<file path="config.mk">
export PLATFORM = sky130hd
export DESIGN_NAME = bbcr_regs
export DESIGN_NICKNAME = d
export VERILOG_FILES = /design/src/verilog/bbcr_pkg.sv /design/src/verilog/bbcr_regs.sv /design/src/verilog/bbcr_out_mux.sv
export SDC_FILE = /design/constraint.sdc
export NUM_CORES = 1
export LEC_CHECK = 0
export ABC_AREA = 1
export BUFFER_PORTS_ARGS = -buffer_cell sky130_fd_sc_hd__buf_2
export CAP_MARGIN = 20
export CORE_UTILIZATION = 45
export CTS_CLUSTER_DIAMETER = 30
export DETAILED_ROUTE_END_ITERATION = 16
export PLACE_DENSITY_LB_ADDON = 0.3
export SETUP_SLACK_MARGIN = 0.02
export SYNTH_ARGS = -nofsm -noshare
export SYNTH_HDL_FRONTEND = slang
export SYNTH_SLANG_ARGS = --single-unit
</file>
<file path="constraint.sdc">
create_clock -name i_clk -period 1.6 [get_ports i_clk]
set_input_delay 0.08 -clock i_clk [delete_from_list [all_inputs] [get_ports i_clk]]
set_output_delay 0.08 -clock i_clk [all_outputs]
set_load 0.02 [all_outputs]
</file>
<file path="src/verilog/bbcr_pkg.sv">
// Purpose: Shared constants and types for the backlight brightness configuration registers.
// Assumes: A 16-bit register port with printed byte offsets as addresses; one 100 MHz clock.
// Notes: Widths of one register are 16 bits; unmapped offsets read as zero.
//
// Overview of operation
// [RL1] Source selector code 0h takes global brightness from the PWM input, and codes 1h and 3h are reserved.
// [RL2] Source selector code 2h takes global brightness from the global brightness register.
// [RL3] The global brightness register is one 16-bit read-write value that resets to zero.
// [RL4] An output whose cluster selector is 0h follows the global brightness source, 0h being the reset value.
// [RL5] Selector codes 1h, 3h, 4h and 5h follow zone brightness 1, 3, 4 and 5, and code 2h also follows zone 3.
// [RL6] The low map register holds the selectors of outputs 3, 2, 1 and 0 in nibbles 15-12 down to 3-0.
// [RL7] The high map register holds output 5 in bits 7-4, output 4 in bits 3-0, and read-write reserved bits 15-8.
// [RL8] The source control register resets to 300h, with read-write reserved bits 15-2 and selector 0h.
// [RL9] The user configuration register resets to 8B0h with dither, thermal, slope and dimming fields in place.
// [RL10] Slope codes 0h to 7h mean 0, 1, 2, 50, 100, 200, 300 and 500 ms, lengthened in smooth mode; o_slope_ms gives the listed values in smooth mode too.
// [RL11] Dimming mode 0h is pure PWM dimming and 1h is 12.5 percent hybrid dimming.
// [RL12] The thermal monitor enable bit turns the die temperature monitor on when 1 and off when 0.
// [RL13] Software writes reset values back into reserved fields and treats selector code 2h with care.
// [RL14] Selector codes above 5h follow the global brightness source.

package bbcr_pkg;

    localparam int ADDR_W = 10;
    localparam int DATA_W = 16;

    localparam logic [9:0] OFS_SRC_CTRL = 10'h020;
    localparam logic [9:0] OFS_GLOBAL_BRT = 10'h028;
    localparam logic [9:0] OFS_MAP_LOW = 10'h030;
    localparam logic [9:0] OFS_MAP_HIGH = 10'h032;
    localparam logic [9:0] OFS_USER_CFG = 10'h040;

    localparam logic [15:0] RST_SRC_CTRL = 16'h0300;
    localparam logic [15:0] RST_GLOBAL_BRT = 16'h0000;
    localparam logic [15:0] RST_MAP_LOW = 16'h0000;
    localparam logic [15:0] RST_MAP_HIGH = 16'h0000;
    localparam logic [15:0] RST_USER_CFG = 16'h08B0;

    localparam int SRC_SEL_LSB = 0;
    localparam int DITHER_LSB = 13;
    localparam int THERMAL_BIT = 9;
    localparam int SLOPE_LSB = 5;
    localparam int SMOOTH_BIT = 4;
    localparam int DIM_LSB = 0;
    localparam int SEL_W = 4;

    localparam logic [1:0] SRC_PWM_INPUT = 2'h0;
    localparam logic [1:0] SRC_REGISTER = 2'h2;

    localparam logic [3:0] SEL_GLOBAL = 4'h0;
    localparam logic [3:0] SEL_ZONE1 = 4'h1;
    localparam logic [3:0] SEL_ZONE2_DUP = 4'h2;
    localparam logic [3:0] SEL_ZONE3 = 4'h3;
    localparam logic [3:0] SEL_ZONE4 = 4'h4;
    localparam logic [3:0] SEL_ZONE5 = 4'h5;

    localparam logic [1:0] DIM_PWM = 2'h0;
    localparam logic [1:0] DIM_HYBRID = 2'h1;

    typedef struct packed {
        logic [15:0] zone1;
        logic [15:0] zone3;
        logic [15:0] zone4;
        logic [15:0] zone5;
    } bbcr_zone_t;

    typedef struct packed {
        logic [2:0] dither_sel;
        logic thermal_monitor_on;
        logic [2:0] slope_time;
        logic smooth_transition_on;
        logic [1:0] dimming_mode;
    } bbcr_cfg_t;

    // Nominal linear-mode slope duration in ms for each slope code.
    function automatic logic [9:0] bbcr_slope_ms(input logic [2:0] code);
        logic [9:0] ms;
        ms = 10'h000;
        case (code)
            3'h0: ms = 10'h000;
            3'h1: ms = 10'h001;
            3'h2: ms = 10'h002;
            3'h3: ms = 10'h032;
            3'h4: ms = 10'h064;
            3'h5: ms = 10'h0C8;
            3'h6: ms = 10'h12C;
            default: ms = 10'h1F4;
        endcase
        return ms;
    endfunction : bbcr_slope_ms

endpackage : bbcr_pkg

</file>
<file path="src/verilog/bbcr_regs.sv">
// Purpose: Brightness source, output mapping and user configuration registers of a backlight driver.
// Assumes: The serial host front end presents decoded single-cycle reads and writes of 16-bit words.
// Notes: Global and per-output brightness are registered; outputs lag a setting change by one and two cycles.

`timescale 1ns/1ps

module bbcr_regs
#(
    parameter int NUM_OUT = 6
)
(
    input wire logic i_clk,
    input wire logic i_nrst,
    input wire logic i_wr,
    input wire logic i_rd,
    input wire logic [9:0] i_addr,
    input wire logic [15:0] i_wdata,
    output logic [15:0] o_rdata,
    output logic o_rd_valid,
    input wire logic [15:0] i_pwm_brightness,
    input wire bbcr_pkg::bbcr_zone_t i_zone,
    output logic [15:0] o_global_brightness,
    output logic [NUM_OUT-1:0][15:0] o_out_brightness,
    output bbcr_pkg::bbcr_cfg_t o_cfg,
    output logic [9:0] o_slope_ms,
    output logic o_hybrid_dimming
);

    logic [15:0] src_ctrl_reg;
    logic [15:0] src_ctrl_next;
    logic [15:0] gbrt_reg;
    logic [15:0] gbrt_next;
    logic [15:0] map_low_reg;
    logic [15:0] map_low_next;
    logic [15:0] map_high_reg;
    logic [15:0] map_high_next;
    logic [15:0] ucfg_reg;
    logic [15:0] ucfg_next;
    logic [15:0] rdata_reg;
    logic [15:0] rdata_next;
    logic rd_valid_reg;
    logic rd_valid_next;
    logic [15:0] global_reg;
    logic [15:0] global_next;
    logic [9:0] slope_ms_reg;
    logic [9:0] slope_ms_next;
    logic hybrid_reg;
    logic hybrid_next;
    logic [31:0] map_all;
    logic [1:0] src_sel;
    logic post_rst_reg;

    function automatic logic hit(input logic [9:0] addr, input logic [9:0] ofs);
        return addr == ofs;
    endfunction : hit

    ////////////////////////////////////////////////////////////////////////////
    // Register writes. Every bit is kept as written, reserved ones included, so a
    // read-modify-write from software returns exactly what it stored.
    always_comb
    begin
        src_ctrl_next = src_ctrl_reg;
        gbrt_next = gbrt_reg;
        map_low_next = map_low_reg;
        map_high_next = map_high_reg;
        ucfg_next = ucfg_reg;
        if (i_wr)
        begin
            if (hit(i_addr, bbcr_pkg::OFS_SRC_CTRL))
                src_ctrl_next = i_wdata; // RL8
            else if (hit(i_addr, bbcr_pkg::OFS_GLOBAL_BRT))
                gbrt_next = i_wdata; // RL3
            else if (hit(i_addr, bbcr_pkg::OFS_MAP_LOW))
                map_low_next = i_wdata; // RL6
            else if (hit(i_addr, bbcr_pkg::OFS_MAP_HIGH))
                map_high_next = i_wdata; // RL7
            else if (hit(i_addr, bbcr_pkg::OFS_USER_CFG))
                ucfg_next = i_wdata; // RL9
        end
    end

    always_ff @(posedge i_clk or negedge i_nrst)
    begin
        if (!i_nrst)
        begin
            src_ctrl_reg <= bbcr_pkg::RST_SRC_CTRL; // RL8
            gbrt_reg <= bbcr_pkg::RST_GLOBAL_BRT; // RL3
            map_low_reg <= bbcr_pkg::RST_MAP_LOW; // RL6
            map_high_reg <= bbcr_pkg::RST_MAP_HIGH; // RL7
            ucfg_reg <= bbcr_pkg::RST_USER_CFG; // RL9
        end
        else
        begin
            src_ctrl_reg <= src_ctrl_next;
            gbrt_reg <= gbrt_next;
            map_low_reg <= map_low_next;
            map_high_reg <= map_high_next;
            ucfg_reg <= ucfg_next;
        end
    end

    ////////////////////////////////////////////////////////////////////////////
    // Reads. A read in the same cycle as a write returns the old contents.
    always_comb
    begin
        rd_valid_next = i_rd;
        rdata_next = rdata_reg;
        if (i_rd)
        begin
            if (hit(i_addr, bbcr_pkg::OFS_SRC_CTRL))
                rdata_next = src_ctrl_reg;
            else if (hit(i_addr, bbcr_pkg::OFS_GLOBAL_BRT))
                rdata_next = gbrt_reg;
            else if (hit(i_addr, bbcr_pkg::OFS_MAP_LOW))
                rdata_next = map_low_reg;
            else if (hit(i_addr, bbcr_pkg::OFS_MAP_HIGH))
                rdata_next = map_high_reg;
            else if (hit(i_addr, bbcr_pkg::OFS_USER_CFG))
                rdata_next = ucfg_reg;
            else
                rdata_next = 16'h0000;
        end
    end

    always_ff @(posedge i_clk or negedge i_nrst)
    begin
        if (!i_nrst)
        begin
            rdata_reg <= 16'h0000;
            rd_valid_reg <= 1'b0;
        end
        else
        begin
            rdata_reg <= rdata_next;
            rd_valid_reg <= rd_valid_next;
        end
    end

    assign o_rdata = rdata_reg;
    assign o_rd_valid = rd_valid_reg;

    ////////////////////////////////////////////////////////////////////////////
    // Global source. Reserved codes fall back to the PWM input so the outputs never
    // stall on an undefined setting.
    assign src_sel = src_ctrl_reg[bbcr_pkg::SRC_SEL_LSB +: 2];

    always_comb
    begin
        if (src_sel == bbcr_pkg::SRC_REGISTER)
            global_next = gbrt_reg; // RL2
        else
            global_next = i_pwm_brightness; // RL1
        slope_ms_next = bbcr_pkg::bbcr_slope_ms(ucfg_reg[bbcr_pkg::SLOPE_LSB +: 3]); // RL10
        hybrid_next = ucfg_reg[bbcr_pkg::DIM_LSB +: 2] == bbcr_pkg::DIM_HYBRID; // RL11
    end

    always_ff @(posedge i_clk or negedge i_nrst)
    begin
        if (!i_nrst)
        begin
            global_reg <= 16'h0000;
            slope_ms_reg <= 10'h000;
            hybrid_reg <= 1'b0;
        end
        else
        begin
            global_reg <= global_next;
            slope_ms_reg <= slope_ms_next;
            hybrid_reg <= hybrid_next;
        end
    end

    assign o_global_brightness = global_reg;
    assign o_slope_ms = slope_ms_reg;
    assign o_hybrid_dimming = hybrid_reg;

    // Configuration fields come straight from the register flops.
    assign o_cfg.dither_sel = ucfg_reg[bbcr_pkg::DITHER_LSB +: 3]; // RL9
    assign o_cfg.thermal_monitor_on = ucfg_reg[bbcr_pkg::THERMAL_BIT]; // RL12
    assign o_cfg.slope_time = ucfg_reg[bbcr_pkg::SLOPE_LSB +: 3]; // RL10
    assign o_cfg.smooth_transition_on = ucfg_reg[bbcr_pkg::SMOOTH_BIT]; // RL10
    assign o_cfg.dimming_mode = ucfg_reg[bbcr_pkg::DIM_LSB +: 2]; // RL11

    ////////////////////////////////////////////////////////////////////////////
    // Output mapping. Nibble k of the joined map words is the selector of output k.
    assign map_all = {map_high_reg, map_low_reg}; // RL6 RL7

    for (genvar k = 0; k < NUM_OUT; k++)
    begin : g_out
        bbcr_out_mux u_mux
        (
            .i_clk(i_clk),
            .i_nrst(i_nrst),
            .i_sel(map_all[k*bbcr_pkg::SEL_W +: bbcr_pkg::SEL_W]),
            .i_global(global_reg),
            .i_zone(i_zone),
            .o_brightness(o_out_brightness[k])
        );
    end

    ////////////////////////////////////////////////////////////////////////////
    // Checks. The helper flag marks the first clock after reset release.
    always_ff @(posedge i_clk or negedge i_nrst)
    begin
        if (!i_nrst)
            post_rst_reg <= 1'b0;
        else
            post_rst_reg <= 1'b1;
    end

    property p_src_pwm; // RL1
        @(posedge i_clk) disable iff (!i_nrst)
        (src_sel != bbcr_pkg::SRC_REGISTER) |=> (o_global_brightness == $past(i_pwm_brightness));
    endproperty
    a_src_pwm: assert property (p_src_pwm) else $error("global brightness did not follow the PWM input"); // RL1

    property p_src_reg; // RL2
        @(posedge i_clk) disable iff (!i_nrst)
        (src_sel == bbcr_pkg::SRC_REGISTER) |=> (o_global_brightness == $past(gbrt_reg));
    endproperty
    a_src_reg: assert property (p_src_reg) else $error("global brightness did not follow its register"); // RL2

    property p_gbrt_write; // RL3
        @(posedge i_clk) disable iff (!i_nrst)
        (i_wr && i_addr == bbcr_pkg::OFS_GLOBAL_BRT) ##1 (i_rd && !i_wr && i_addr == bbcr_pkg::OFS_GLOBAL_BRT)
        |=> o_rd_valid && (o_rdata == $past(i_wdata, 2));
    endproperty
    a_gbrt_write: assert property (p_gbrt_write) else $error("global brightness readback mismatch"); // RL3

    property p_map_low; // RL6
        @(posedge i_clk) disable iff (!i_nrst)
        (i_wr && i_addr == bbcr_pkg::OFS_MAP_LOW && i_wdata[15:12] == bbcr_pkg::SEL_GLOBAL)
        |=> ##2 (o_out_brightness[3] == $past(global_reg));
    endproperty
    a_map_low: assert property (p_map_low) else $error("output 3 selector not taken from bits 15-12"); // RL6

    property p_map_high; // RL7
        @(posedge i_clk) disable iff (!i_nrst)
        (i_wr && i_addr == bbcr_pkg::OFS_MAP_HIGH) |=> (map_high_reg == $past(i_wdata))
        ##1 ((map_high_reg == $past(i_wdata, 2)) || ($past(i_wr) && $past(i_addr) == bbcr_pkg::OFS_MAP_HIGH));
    endproperty
    a_map_high: assert property (p_map_high) else $error("high map register did not hold written value"); // RL7

    property p_src_reset; // RL8
        @(posedge i_clk) disable iff (!i_nrst)
        !post_rst_reg |-> (src_ctrl_reg == 16'h0300) && (src_sel == bbcr_pkg::SRC_PWM_INPUT);
    endproperty
    a_src_reset: assert property (p_src_reset) else $error("source control reset value wrong"); // RL8

    property p_cfg_reset; // RL9
        @(posedge i_clk) disable iff (!i_nrst)
        !post_rst_reg |-> (ucfg_reg == 16'h08B0) && (o_cfg.slope_time == 3'h5) && o_cfg.smooth_transition_on;
    endproperty
    a_cfg_reset: assert property (p_cfg_reset) else $error("user configuration reset value wrong"); // RL9

    property p_slope_ms; // RL10
        @(posedge i_clk) disable iff (!i_nrst)
        (o_cfg.slope_time == 3'h7) |=> (o_slope_ms == 10'h1F4);
    endproperty
    a_slope_ms: assert property (p_slope_ms) else $error("slope code 7h did not give 500 ms"); // RL10

    property p_hybrid; // RL11
        @(posedge i_clk) disable iff (!i_nrst)
        (i_wr && i_addr == bbcr_pkg::OFS_USER_CFG && i_wdata[1:0] == 2'h1) |=> ##1 o_hybrid_dimming;
    endproperty
    a_hybrid: assert property (p_hybrid) else $error("hybrid dimming not indicated"); // RL11

    property p_thermal; // RL12
        @(posedge i_clk) disable iff (!i_nrst)
        (i_wr && i_addr == bbcr_pkg::OFS_USER_CFG) |=> (o_cfg.thermal_monitor_on == $past(i_wdata[9]));
    endproperty
    a_thermal: assert property (p_thermal) else $error("thermal monitor enable not taken from bit 9"); // RL12

    property p_unmapped_read;
        @(posedge i_clk) disable iff (!i_nrst)
        (i_rd && i_addr == 10'h022) |=> o_rd_valid && (o_rdata == 16'h0000);
    endproperty
    a_unmapped_read: assert property (p_unmapped_read) else $error("unmapped read not zero");

    // One nibble is watched in the low map register and two in the high one, so that a shifted or swapped field
    // slice shows up as a wrong zone on a single output.
    property p_out0_map; // RL6
        @(posedge i_clk) disable iff (!i_nrst)
        (map_low_reg[3:0] == bbcr_pkg::SEL_ZONE4) |=> (o_out_brightness[0] == $past(i_zone.zone4));
    endproperty
    a_out0_map: assert property (p_out0_map) else $error("output 0 selector not taken from bits 3-0"); // RL6

    property p_out4_map; // RL7
        @(posedge i_clk) disable iff (!i_nrst)
        (map_high_reg[3:0] == bbcr_pkg::SEL_ZONE4) |=> (o_out_brightness[4] == $past(i_zone.zone4));
    endproperty
    a_out4_map: assert property (p_out4_map) else $error("output 4 selector not taken from bits 3-0"); // RL7

    property p_out5_map; // RL7
        @(posedge i_clk) disable iff (!i_nrst)
        (map_high_reg[7:4] == bbcr_pkg::SEL_ZONE1) |=> (o_out_brightness[5] == $past(i_zone.zone1));
    endproperty
    a_out5_map: assert property (p_out5_map) else $error("output 5 selector not taken from bits 7-4"); // RL7

    // Read valid is a one-cycle answer; a stuck valid would let a master take stale data.
    property p_rd_pulse;
        @(posedge i_clk) disable iff (!i_nrst)
        !i_rd |=> !o_rd_valid;
    endproperty
    a_rd_pulse: assert property (p_rd_pulse) else $error("read valid without a read");

endmodule : bbcr_regs

</file>
<file path="src/verilog/bbcr_out_mux.sv">
// Purpose: Picks the brightness one LED output follows, from its cluster selector.
// Assumes: All inputs come from logic on i_clk.
// Notes: The chosen value is registered, so it follows the selector by one cycle.

`timescale 1ns/1ps

module bbcr_out_mux
(
    input wire logic i_clk,
    input wire logic i_nrst,
    input wire logic [3:0] i_sel,
    input wire logic [15:0] i_global,
    input wire bbcr_pkg::bbcr_zone_t i_zone,
    output logic [15:0] o_brightness
);

    logic [15:0] brt_reg;
    logic [15:0] brt_next;

    ////////////////////////////////////////////////////////////////////////////
    always_comb
    begin
        case (i_sel)
            bbcr_pkg::SEL_GLOBAL: brt_next = i_global; // RL4
            bbcr_pkg::SEL_ZONE1: brt_next = i_zone.zone1; // RL5
            // Code 2h is kept on zone 3, since that is the only encoding printed for it.
            bbcr_pkg::SEL_ZONE2_DUP: brt_next = i_zone.zone3; // RL5
            bbcr_pkg::SEL_ZONE3: brt_next = i_zone.zone3; // RL5
            bbcr_pkg::SEL_ZONE4: brt_next = i_zone.zone4; // RL5
            bbcr_pkg::SEL_ZONE5: brt_next = i_zone.zone5; // RL5
            default: brt_next = i_global; // RL14
        endcase
    end

    always_ff @(posedge i_clk or negedge i_nrst)
    begin
        if (!i_nrst)
            brt_reg <= 16'h0000;
        else
            brt_reg <= brt_next;
    end

    assign o_brightness = brt_reg;

    ////////////////////////////////////////////////////////////////////////////
    property p_global_follow; // RL4
        @(posedge i_clk) disable iff (!i_nrst)
        (i_sel == bbcr_pkg::SEL_GLOBAL) |=> (o_brightness == $past(i_global));
    endproperty
    a_global_follow: assert property (p_global_follow) else $error("output did not follow global brightness"); // RL4

    property p_zone_follow; // RL5
        @(posedge i_clk) disable iff (!i_nrst)
        (i_sel == bbcr_pkg::SEL_ZONE4) ##1 (i_sel == bbcr_pkg::SEL_ZONE1)
        |=> (o_brightness == $past(i_zone.zone1)) && ($past(o_brightness) == $past(i_zone.zone4, 2));
    endproperty
    a_zone_follow: assert property (p_zone_follow) else $error("output did not follow its zone brightness"); // RL5

    property p_undefined_code; // RL14
        @(posedge i_clk) disable iff (!i_nrst)
        (i_sel > bbcr_pkg::SEL_ZONE5) |=> (o_brightness == $past(i_global));
    endproperty
    a_undefined_code: assert property (p_undefined_code) else $error("undefined selector did not give global"); // RL14

endmodule : bbcr_out_mux

</file>
## After elaboration in Yosys (flattened, before gate mapping)

Cells that the tools add are included.

| operators by class | value |
|---|---|
| equal/unequal tests | 43 |
| multiplexer cells | 13 |
| bitwise operators | 4 |
| reductions and logical operators | 12 |

Operators by type and width:

| cell | count |
|---|---|
| 16-bit case mux with 4 select lines | 6 |
| 16-bit 2-to-1 mux | 6 |
| 9-bit case mux with 7 select lines | 1 |
| 4-bit by 2-bit equality test with 1-bit output (second input constant) | 12 |
| 4-bit by 3-bit equality test with 1-bit output (second input constant) | 12 |
| 10-bit by 6-bit equality test with 1-bit output (second input constant) | 4 |
| 4-bit by 1-bit equality test with 1-bit output (second input constant) | 6 |
| 2-bit OR reduction | 6 |
| 10-bit by 7-bit equality test with 1-bit output (second input constant) | 1 |
| 3-bit equality test (second input constant) | 3 |
| 3-bit by 2-bit equality test with 1-bit output (second input constant) | 2 |
| 6-bit AND reduction | 1 |
| 5-bit AND reduction | 1 |
| 1-bit inverter | 4 |
| 4-bit AND reduction | 1 |
| 3-bit by 1-bit equality test with 1-bit output (second input constant) | 1 |
| 3-bit logical NOT | 1 |
| 3-bit AND reduction | 1 |
| 2-bit by 1-bit equality test with 1-bit output (second input constant) | 1 |
| 2-bit equality test (second input constant) | 1 |
| 2-bit AND reduction | 1 |

| storage, ports and cells | value |
|---|---|
| register bits after elaboration | 220 |
| bits of input ports | 110 |

## Depth between registers and ports, before layout

Gate-level depths: netlist (run 1).

| logic depth | value |
|---|---|
| depth in word-level cells | 6 |
| gate-level depth with buffers | 10 |

## Hierarchy

A second synthesis (run 1) with hierarchy kept.

| unflattened totals | value |
|---|---|
| cell total of the unflattened synthesis | 1,714 |
| area total of the unflattened synthesis | 12,350.6 um^2 |

By module, submodules not included:

| module | instances | cells each | area an instance (um^2) |
|---|---|---|---|
| bbcr_out_mux | 6 | 184 | 1,164.9 |
| bbcr_regs | 1 | 610 | 5,361.4 |

## Worst setup path before layout (run 1)

Ideal clock, no wire load.

| timing path | value |
|---|---|
| path kind | register -> register |
| from | register map_low_reg[11] |
| to | register g_out[2].u_mux.brt_reg[10] |
| arrival | 1.211 ns |
| slack | 0.260 ns |
| stages on the path, launching flop included | 6 |
| period minus slack after synthesis | 1.340 ns |
| cells stage by stage | dfrtp_1 -> nor2_1 -> nand2_1 -> o211ai_1 -> clkbuf_1 -> o21ai_0 |

| between the ends | value |
|---|---|
| longest elaborated chain between the ends | 3 |

RTL lines:

| item | line | RTL |
|---|---|---|
| from (decl) | bbcr_regs.sv:33 | `logic [15:0] map_low_reg;` |
| from (signal assigned) | bbcr_regs.sv:88 | `map_low_reg <= bbcr_pkg::RST_MAP_LOW;` |
| from (signal assigned) | bbcr_regs.sv:96 | `map_low_reg <= map_low_next;` |
| 4-bit by 2-bit equality test with 1-bit output | bbcr_out_mux.sv:23 | `case (i_sel)` |
| 2-bit OR reduction (no line) | n/a |  |
| 16-bit case mux with 4 select lines * | bbcr_out_mux.sv:23 |  |
| net g_out[2].u_mux.brt_next[10] | bbcr_out_mux.sv:18 | `logic [15:0] brt_next;` |
| to (signal assigned) | bbcr_out_mux.sv:40 | `brt_reg <= brt_next;` |
| to (decl) | bbcr_out_mux.sv:17 | `logic [15:0] brt_reg;` |

The timed path passes the listed nets; every way through them passes the cells marked *.
A chain may end at the register's enable or synchronous reset.

## Final worst setup path (run 1)

| timing path | value |
|---|---|
| from | register map_low_reg[0] |
| to | register g_out[0].u_mux.brt_reg[15] |

| between the ends | value |
|---|---|
| longest elaborated chain between the ends | 3 |

RTL lines:

| item | line |
|---|---|
| 4-bit by 2-bit equality test with 1-bit output | bbcr_out_mux.sv:23 |
| 2-bit OR reduction (no line) | n/a |
| 16-bit case mux with 4 select lines * | bbcr_out_mux.sv:23 |
| net g_out[0].u_mux.brt_next[15] | bbcr_out_mux.sv:18 |
| to (signal assigned) | bbcr_out_mux.sv:40 |
| to (decl) | bbcr_out_mux.sv:17 |

Marks and branches as above.

==> flow_summary.json, run 1 <==
{
  "status": "finished, final reports clean",
  "syn-instance-count": 1248,
  "worst_clock_skew_ns": 0.02835,
  "synthArstFlopShare_pct": 100.0,
  "syn_area_mm2": 0.01057,
  "detail_route.wl_per_cell_um": 20.90,
  "fp.dieH_um": 155.2,
  "hold_viol": 0,
  "setup_viol": 0,
  "numPortBuffers": 258,
  "gp_congestion": 0.9406,
  "dp_hpwl_um": 26570,
  "post_dp_cell_area_mm2": 0.01256,
  "rsz0062_at_grt": "false",
  "grt_pass1_vias": 10699,
  "worstPathRequired_ns": 1.99,
  "fin_ws_ns": 0.1197,
  "firstDrtPassIters": 8,
  "cts_tree": "yes",
  "post-route-period-util_pct": 92.52,
  "power_leakage_nw": 7.054,
  "ys_seq_area_share_pct": 51.94,
  "insertion_delay_ns": 0.54,
  "dp_slack_ns": 0.05199,
  "layout-drive-gt1-share_pct": 27.86,
  "fmaxAchievable_mhz": 675.5,
  "net-switching-power_mw": 4.471,
  "core_mm2": 0.02285,
  "cts.clk_slew.worst_paths_ns": 0.05,
  "hold_path.class": "input port to flop",
  "tns_ns": 0,
  "io_pins": 260,
  "totalWireLength_um": 40570,
  "drt_iter0_markers": 1496,
  "cts_buffer_depth": 3,
  "cts_setup_buffers": 0,
  "end_kind": "flop",
  "power_density_mw_per_mm2": 1166,
  "track_usage_pct": 33.36,
  "synth_edf_count": 0,
  "cp_max_fo": 5,
  "slew_headroom_pct": 66.12,
  "drv_cap": 0,
  "syn_nets": 1358,
  "vias_per_cell": 5.813,
  "start_util_pct": 46.24,
  "dp_cells": 1813,
  "grt_max_degree": 49,
  "grt-ovfl-total": 0,
  "die-area_mm2": 0.02409,
  "ys.flop_type": "dfrtp_1",
  "synth-seq-cells": 219,
  "area_delta_synth_final_pct": 37.58,
  "fin_area_mm2": 0.01454,
  "synth_cell_type_count": 32,
  "num_vias": 11283,
  "clock-root-buffer": "clkbuf_16",
  "min_period_ns": 1.480,
  "cp.arrival_ns": 1.87,
  "p_clk_share_pct": 56.2,
  "grt_pass1_wl_um": 61130,
  "worst_slew_pin_slew_ns": 0.5076,
  "fin_nets": 1699,
  "ant_nets": 0,
  "power_frac_seq_pct": 34.6,
  "startpoint_type": "flop",
  "row_count": 55,
  "largest_reg_flops": 96,
  "crit_type": "flop to flop",
  "yosys_warnings": 0,
  "cts_max_level": 2,
  "finalNonFillerCells": 1941,
  "drc": 0,
  "syn_area_per_cell_um2": 8.466,
  "clock_sinks": 219,
  "irDropWorstVdd_v": 0.0009960,
  "slew_violations": 0,
  "power.share.combinational_pct": 9.2,
  "fin_util_pct": 63.62,
  "r2r_setup_slack_ns": 0.12,
  "p_sw_share_pct": 26.37,
  "die_x_um": 155.2,
  "intPower_mw": 12.48,
  "antenna_found_initial": 2,
  "cts_inserted_buffers": 46
}
-- stage by stage --
stage / power, mW / hold slack, ns
2_1_floorplan: 6.630 / -0.2156
3_5_place_dp: 7.398 / -0.01282
5_1_grt: 17.44 / 0.02316
4_1_cts: 16.98 / 0.0006040
6_report: 16.96 / 0.01682
3_3_place_gp: 7.385 / -0.01364
-- repair_timing --
item | in CTS | in global routing
hold endpoints to repair | 316 | 0
gates resized for setup | 0 | 1
hold buffers | 41 | 0
endpoints found under the setup margin | 0 | 1
-- routing by layer --
metal / routed length, um / global-route usage, % / up-vias
li1: - / - / 4987
met1: 15150 / 42.88 / 5184
met2: 18500 / 53.05 / 924
met3: 5050 / 8.691 / 188
met4: 1872 / 15.08 / 0
met5: 0 / 0 / -
-- cell usage in the layout (no fill, tap or decap), types with 6 or more instances in the layout --
cell / synthesis / final
nor2_1: 144 / 143
dlygate4sd3_1: 0 / 41
inv_1: 135 / 135
clkinv_2: 0 / 7
inv_6: 0 / 10
nor2_4: 6 / 6
nand4_1: 8 / 8
mux2_2: 16 / 16
o21ai_0: 155 / 155
clkbuf_16: 0 / 46
buf_12: 0 / 15
dfrtp_1: 213 / 213
o21ai_1: 21 / 21
buf_2: 5 / 257
dfstp_2: 6 / 6
nand3_1: 60 / 60
o21ai_2: 16 / 16
nand2_1: 192 / 192
o22ai_1: 192 / 192
buf_4: 13 / 45
-- area by class of cell --
class,count,area (um2)
diodes,2,5.005
fillers,1955,8312
flip-flops and latches,219,5488
clock buffers,51,1180
inverters,136,510.5
multi-input cells,827,4229
repair buffers,359,2350
well taps,313,391.6
clock inverters,34,381.6
-- power groups by stage --
stage | Combinational [mW] | Clock [mW] | Sequential, mW
2_1_floorplan | 0.482 | 0 | 6.15
3_3_place_gp | 1.44 | 0 | 5.95
3_5_place_dp | 1.45 | 0 | 5.94
4_1_cts | 1.54 | 9.58 | 5.86
5_1_grt | 1.67 | 9.90 | 5.87
6_report | 1.56 | 9.53 | 5.86
-- path summary, 6_finish.rpt --
kind,start,to,depth (start not counted)
worst min-delay path,i_zone[19],g_out[5].u_mux.o_brightness[3],5
worst max register to register,map_low_reg[0],g_out[0].u_mux.o_brightness[15],6
worst max-delay path,map_low_reg[0],g_out[0].u_mux.o_brightness[15],6
worst min register to register,o_rdata[13],o_rdata[13],2
max in group asynchronous,i_nrst,g_out[4].u_mux.o_brightness[11],3
min in group asynchronous,i_nrst,g_out[4].u_mux.o_brightness[14],2
-- worst max-delay path, stage by stage, from the launching register on --
cell     delay, ns
dfrtp_1       0.38
inv_1         0.12
nor2_1        0.07
nand2_1       0.08
nand3_1       0.16
buf_4         0.21
o21ai_0       0.34
-- logic make-up after synthesis --
group,share of synthesized area (%)
muxes,1.705
buffers and inverters,8.053
and+or+nand+nor,16.92
DFF,51.94
AOI/OAI and AO/OA,21.34
other,0.03549
-- cells in the mapped netlist (all sizes together) (6+ instances only) --
master    n  area share [%]
buf      24             1.7
clkbuf   42             1.5
dfrtp   213              50
dfstp     6             1.5
inv     136             4.8
mux2     16             1.7
nand2   194             6.9
nand3    60             2.8
nand4     9            0.68
nor2    152             5.9
o21ai   192             9.7
o22ai   192              11
Note: power is estimated with default switching activity, not from simulation.
==> run 2: changes to the inputs <==
==> constraint.sdc (replaced) <==
create_clock -name i_clk -period 1.6 [get_ports i_clk]
set_input_delay 0.16 -clock i_clk [delete_from_list [all_inputs] [get_ports i_clk]]
set_output_delay 0.16 -clock i_clk [all_outputs]
set_load 0.02 [all_outputs]
==> flow_summary.json, run 2 (synthesized netlist as in run 1, its figures left out) <==
{
  "status": "finished, final reports clean",
  "start_util_pct": 46.24,
  "cts_max_level": 2,
  "detail_route.wl_per_cell_um": 20.68,
  "numPortBuffers": 258,
  "final_cell_mix": "buf_2 (257), dfrtp_1 (213), o22ai_1 (192)",
  "slew_violations": 0,
  "power_leakage_nw": 6.989,
  "startpoint_type": "flop",
  "drt_iter0_markers": 1285,
  "die_x_um": 155.2,
  "grt_max_degree": 54,
  "layout-drive-gt1-share_pct": 28.07,
  "crit_type": "flop to flop",
  "cpMaxStageDelayCell": "dfrtp_1",
  "vias_per_cell": 5.807,
  "grt_pass1_vias": 10586,
  "antenna_found_initial": 0,
  "hold_path.class": "input port to flop",
  "hold_viol": 0,
  "worst_slew_pin_slew_ns": 0.5176,
  "track_usage_pct": 32.79,
  "slew_headroom_pct": 65.46,
  "cts_buffer_depth": 3,
  "grt-ovfl-total": 0,
  "fin_util_pct": 62.78,
  "cpMostUsedCell": "nor2_1",
  "row_count": 55,
  "cp.arrival_ns": 1.89,
  "totalWireLength_um": 39480,
  "core_mm2": 0.02285,
  "post-route-period-util_pct": 93.52,
  "setup_viol": 0,
  "num_vias": 11085,
  "io_pins": 260,
  "drv_cap": 0,
  "tns_ns": 0,
  "gp_congestion": 0.9367,
  "worstPathRequired_ns": 2.00,
  "drc": 0,
  "cp_max_fo": 16,
  "fmaxAchievable_mhz": 668.3,
  "cts_tree": "yes",
  "critPathBufInv": 1,
  "rsz0062_at_grt": "true",
  "clock_sinks": 219,
  "grt_pass1_wl_um": 59950,
  "final_common_cell": "buf_2",
  "firstDrtPassIters": 7,
  "fin_nets": 1673,
  "power_density_mw_per_mm2": 1151,
  "irDropWorstVdd_v": 0.0007316,
  "dp_hpwl_um": 26590,
  "antenna_cells": 0,
  "end_kind": "flop",
  "crit_family": "flip-flops",
  "largest_reg_flops": 96,
  "min_period_ns": 1.496,
  "cts.clk_slew.worst_paths_ns": 0.05,
  "clock-root-buffer": "clkbuf_16",
  "area_delta_synth_final_pct": 35.75,
  "max_stage_delay_ns": 0.45,
  "path_cells": "nor2_1 > nand3_1 > buf_12 > o22ai_1 > nor2_1 > o21ai_0",
  "cts_inserted_buffers": 42,
  "fp.dieH_um": 155.2,
  "fill_cells": 1956,
  "die-area_mm2": 0.02409,
  "worst_clock_skew_ns": 0.02766,
  "ant_nets": 0,
  "insertion_delay_ns": 0.53
}
run 2: power by group:
part           switching [mW]  total, mW  internal [mW]
combinational            1.04       1.53          0.490
clock                    3.08       9.12           6.04
sequential              0.104       5.86           5.76
total                    4.22       16.5           12.3
run 2: what timing repair did:
action / CTS / global route
endpoints found under the setup margin: 0 / 9
resized for setup: 0 / 2
setup buffers: 0 / 0
hold buffers: 18 / 0
endpoints found under the hold margin: 226 / 0
run 2: worst min-delay path, delay by kind of cell:
kind | cells | cell delay (ns)
buf+inv | 2 | 0.20
compound gates | 1 | 0.16
run 2: worst paths after layout:
| check | startpoint | endpoint | slack (ns) | cells after the start |
|---|---|---|---|---|
| max | map_low_reg[11] | g_out[2].u_mux.o_brightness[5] | 0.10 | 6 |
| min | i_wdata[12] | map_high_reg[12] | 0.03 | 3 |
| max reg2reg | map_low_reg[11] | g_out[2].u_mux.o_brightness[5] | 0.10 | 6 |
| min reg2reg | src_ctrl_reg[6] | src_ctrl_reg[6] | 0.48 | 2 |
| max in group asynchronous | i_nrst | src_ctrl_reg[8] | 0.82 | 3 |
| min in group asynchronous | i_nrst | g_out[3].u_mux.o_brightness[3] | 0.15 | 2 |
run 2: through the flow:
step / instance area (um2) / total power, mW / setup slack, ns / hold WS, ns / instances
after floorplan: 10570 / 6.630 / 0.2595 / -0.1356 / 1248
final: 14340 / 16.51 / 0.1037 / 0.03390 / 1909
after detailed placement: 12680 / 7.412 / 0.01402 / 0.1114 / 1814
after global placement: 12680 / 7.399 / 0.05537 / 0.1144 / 1814
after global routing: 14340 / 16.99 / 0.01926 / 0.03980 / 1909
after CTS: 14340 / 16.57 / 0.08252 / 0.02123 / 1909
run 2: layer usage:
layer | vias up | part of all wire, % | GRT usage [%] | routed length [um]
li1 | 4931 | - | - | -
met1 | 5063 | 38 | 42.95 | 15090
met2 | 891 | 44 | 51.16 | 17420
met3 | 200 | 12 | 7.493 | 4674
met4 | 0 | 5.8 | 16.62 | 2287
met5 | - | 0 | 0 | 0
run 2: cell type report:
cell class                 instances  area, um2  share of cell area (%)
inverter                         136      510.5                   3.559
clock inverter                    29      366.6                   2.556
sequential                       219       5488                   38.26
clock buffer                      48       1115                   7.773
tap                              313      391.6                   2.731
multi-input combinational        827       4232                   29.50
timing repair buffer             337       2240                   15.62
==> run 3: changes to the inputs <==
MAX_ROUTING_LAYER = met4   (was unset)
==> flow_summary.json, run 3 (synthesized netlist as in run 1, its figures left out) <==
{
  "start_util_pct": 46.24,
  "startpoint_type": "flop",
  "tns_ns": 0,
  "layout-drive-gt1-share_pct": 28.79,
  "max_stage_delay_ns": 0.63,
  "status": "finished, final reports clean",
  "cts_inserted_buffers": 46,
  "detail_route.wl_per_cell_um": 20.68,
  "fmaxAchievable_mhz": 663.5,
  "end_kind": "primary output",
  "power_density_mw_per_mm2": 1174,
  "drt_iter0_markers": 1269,
  "cts_max_level": 2,
  "cts_setup_buffers": 0,
  "crit_type": "flop to primary output",
  "gp_congestion": 0.9550,
  "setup_viol": 0,
  "drv_cap": 0,
  "r2r_start": "map_low_reg[12]",
  "worst_slew_pin_slew_ns": 0.5484,
  "ant_nets": 0,
  "r2r_end": "g_out[3].u_mux.o_brightness[15]",
  "cts_tree": "yes",
  "row_count": 55,
  "insertion_delay_ns": 0.54,
  "drc": 0,
  "holdWs_ns": 0.02429,
  "hold_path.class": "input port to flop",
  "cts.clk_slew.worst_paths_ns": 0.05,
  "rsz0062_at_grt": "false",
  "r2r_setup_slack_ns": 0.11,
  "io_pins": 260,
  "min_period_ns": 1.507,
  "antenna_cells": 0,
  "die_x_um": 155.2,
  "crit_family": "flip-flops",
  "r2r_cells": 5,
  "worst_hold_path.endpoint": "map_low_reg[8]",
  "irDropWorstVdd_v": 0.0008453,
  "cpMaxStageDelayCell": "dfstp_2",
  "path_cells": "buf_2",
  "critPathBufInv": 1,
  "final_cell_mix": "buf_2 (257), dfrtp_1 (213), o22ai_1 (192)",
  "post-route-period-util_pct": 94.19,
  "area_delta_synth_final_pct": 37.34,
  "track_usage_pct": 33.96,
  "hold_viol": 0,
  "cts_buffer_depth": 3,
  "grt-ovfl-total": 0,
  "vias_per_cell": 5.812,
  "dp_hpwl_um": 26990,
  "slew_violations": 0,
  "worst_clock_skew_ns": 0.02148,
  "totalWireLength_um": 39720,
  "cp.arrival_ns": 1.35,
  "grt_pass1_vias": 10655,
  "fin_nets": 1680,
  "clock_sinks": 219,
  "antenna_found_initial": 0,
  "cp.depth": 1,
  "firstDrtPassIters": 6,
  "num_vias": 11165,
  "numPortBuffers": 258,
  "die-area_mm2": 0.02409,
  "fp.dieH_um": 155.2,
  "worstPathRequired_ns": 1.44,
  "largest_reg_flops": 96,
  "power_leakage_nw": 7.087,
  "slew_headroom_pct": 63.40,
  "fill_cells": 1994,
  "core_mm2": 0.02285,
  "grt_max_degree": 45,
  "grt_pass1_wl_um": 60530,
  "clock-root-buffer": "clkbuf_16",
  "holdPathStages": 3,
  "final_common_cell": "buf_2",
  "hp-start": "i_wdata[8]",
  "cp_max_fo": 9
}
## run 3: stage by stage
step                setup slack (ns)  utilization [%]  power [mW]  std cells  area [um2]
finish                       0.09289            63.51       17.03       1921       14510
global route                 0.04162            63.51       17.52       1921       14510
CTS                          0.06797            63.46       17.06       1921       14500
detailed placement           0.05560            55.60       7.411       1816       12700
global placement              0.1309            55.60       7.399       1816       12700
floorplan                     0.2595                -       6.630       1248       10570
## run 3: worst max-delay path by stage
| stage | startpoint | end | slack, ns |
|---|---|---|---|
| CTS | ucfg_reg[5] | o_cfg[3] | 0.07 |
| finish | ucfg_reg[5] | o_cfg[3] | 0.09 |
| global route | ucfg_reg[5] | o_cfg[3] | 0.04 |
| global placement | i_addr[6] | o_rdata[3] | 0.13 |
| detailed placement | i_addr[1] | map_low_reg[12] | 0.06 |
| floorplan | map_low_reg[11] | g_out[2].u_mux.o_brightness[10] | 0.26 |
## run 3: layout make-up
class	count	area, um2	area share [%]
flip-flops and latches	219	5488	37.82
inverters	136	510.5	3.518
clock buffers	52	1224	8.433
repair buffers	340	2277	15.69
multi-input cells	827	4239	29.21
well taps	313	391.6	2.699
clock inverters	34	380.4	2.621
## run 3: power breakdown
group / total [mW] / internal [mW] / switching [mW]
Combinational: 1.53 / 0.489 / 1.04
Sequential: 5.86 / 5.76 / 0.102
Clock: 9.64 / 6.28 / 3.36
## run 3: what timing repair did
item                                    CTS  global route
endpoints found under the setup margin    0            15
resized for setup                         0             4
hold buffers                             19             0
hold endpoints to repair                233             0
## run 3: metal layers
layer	vias up	GRT usage, %	wire length, um
met4	0	17.79	2280
met1	5127	43.08	15150
met5	-	-	0
met2	881	52.08	17810
li1	4952	-	-
met3	205	6.156	4489
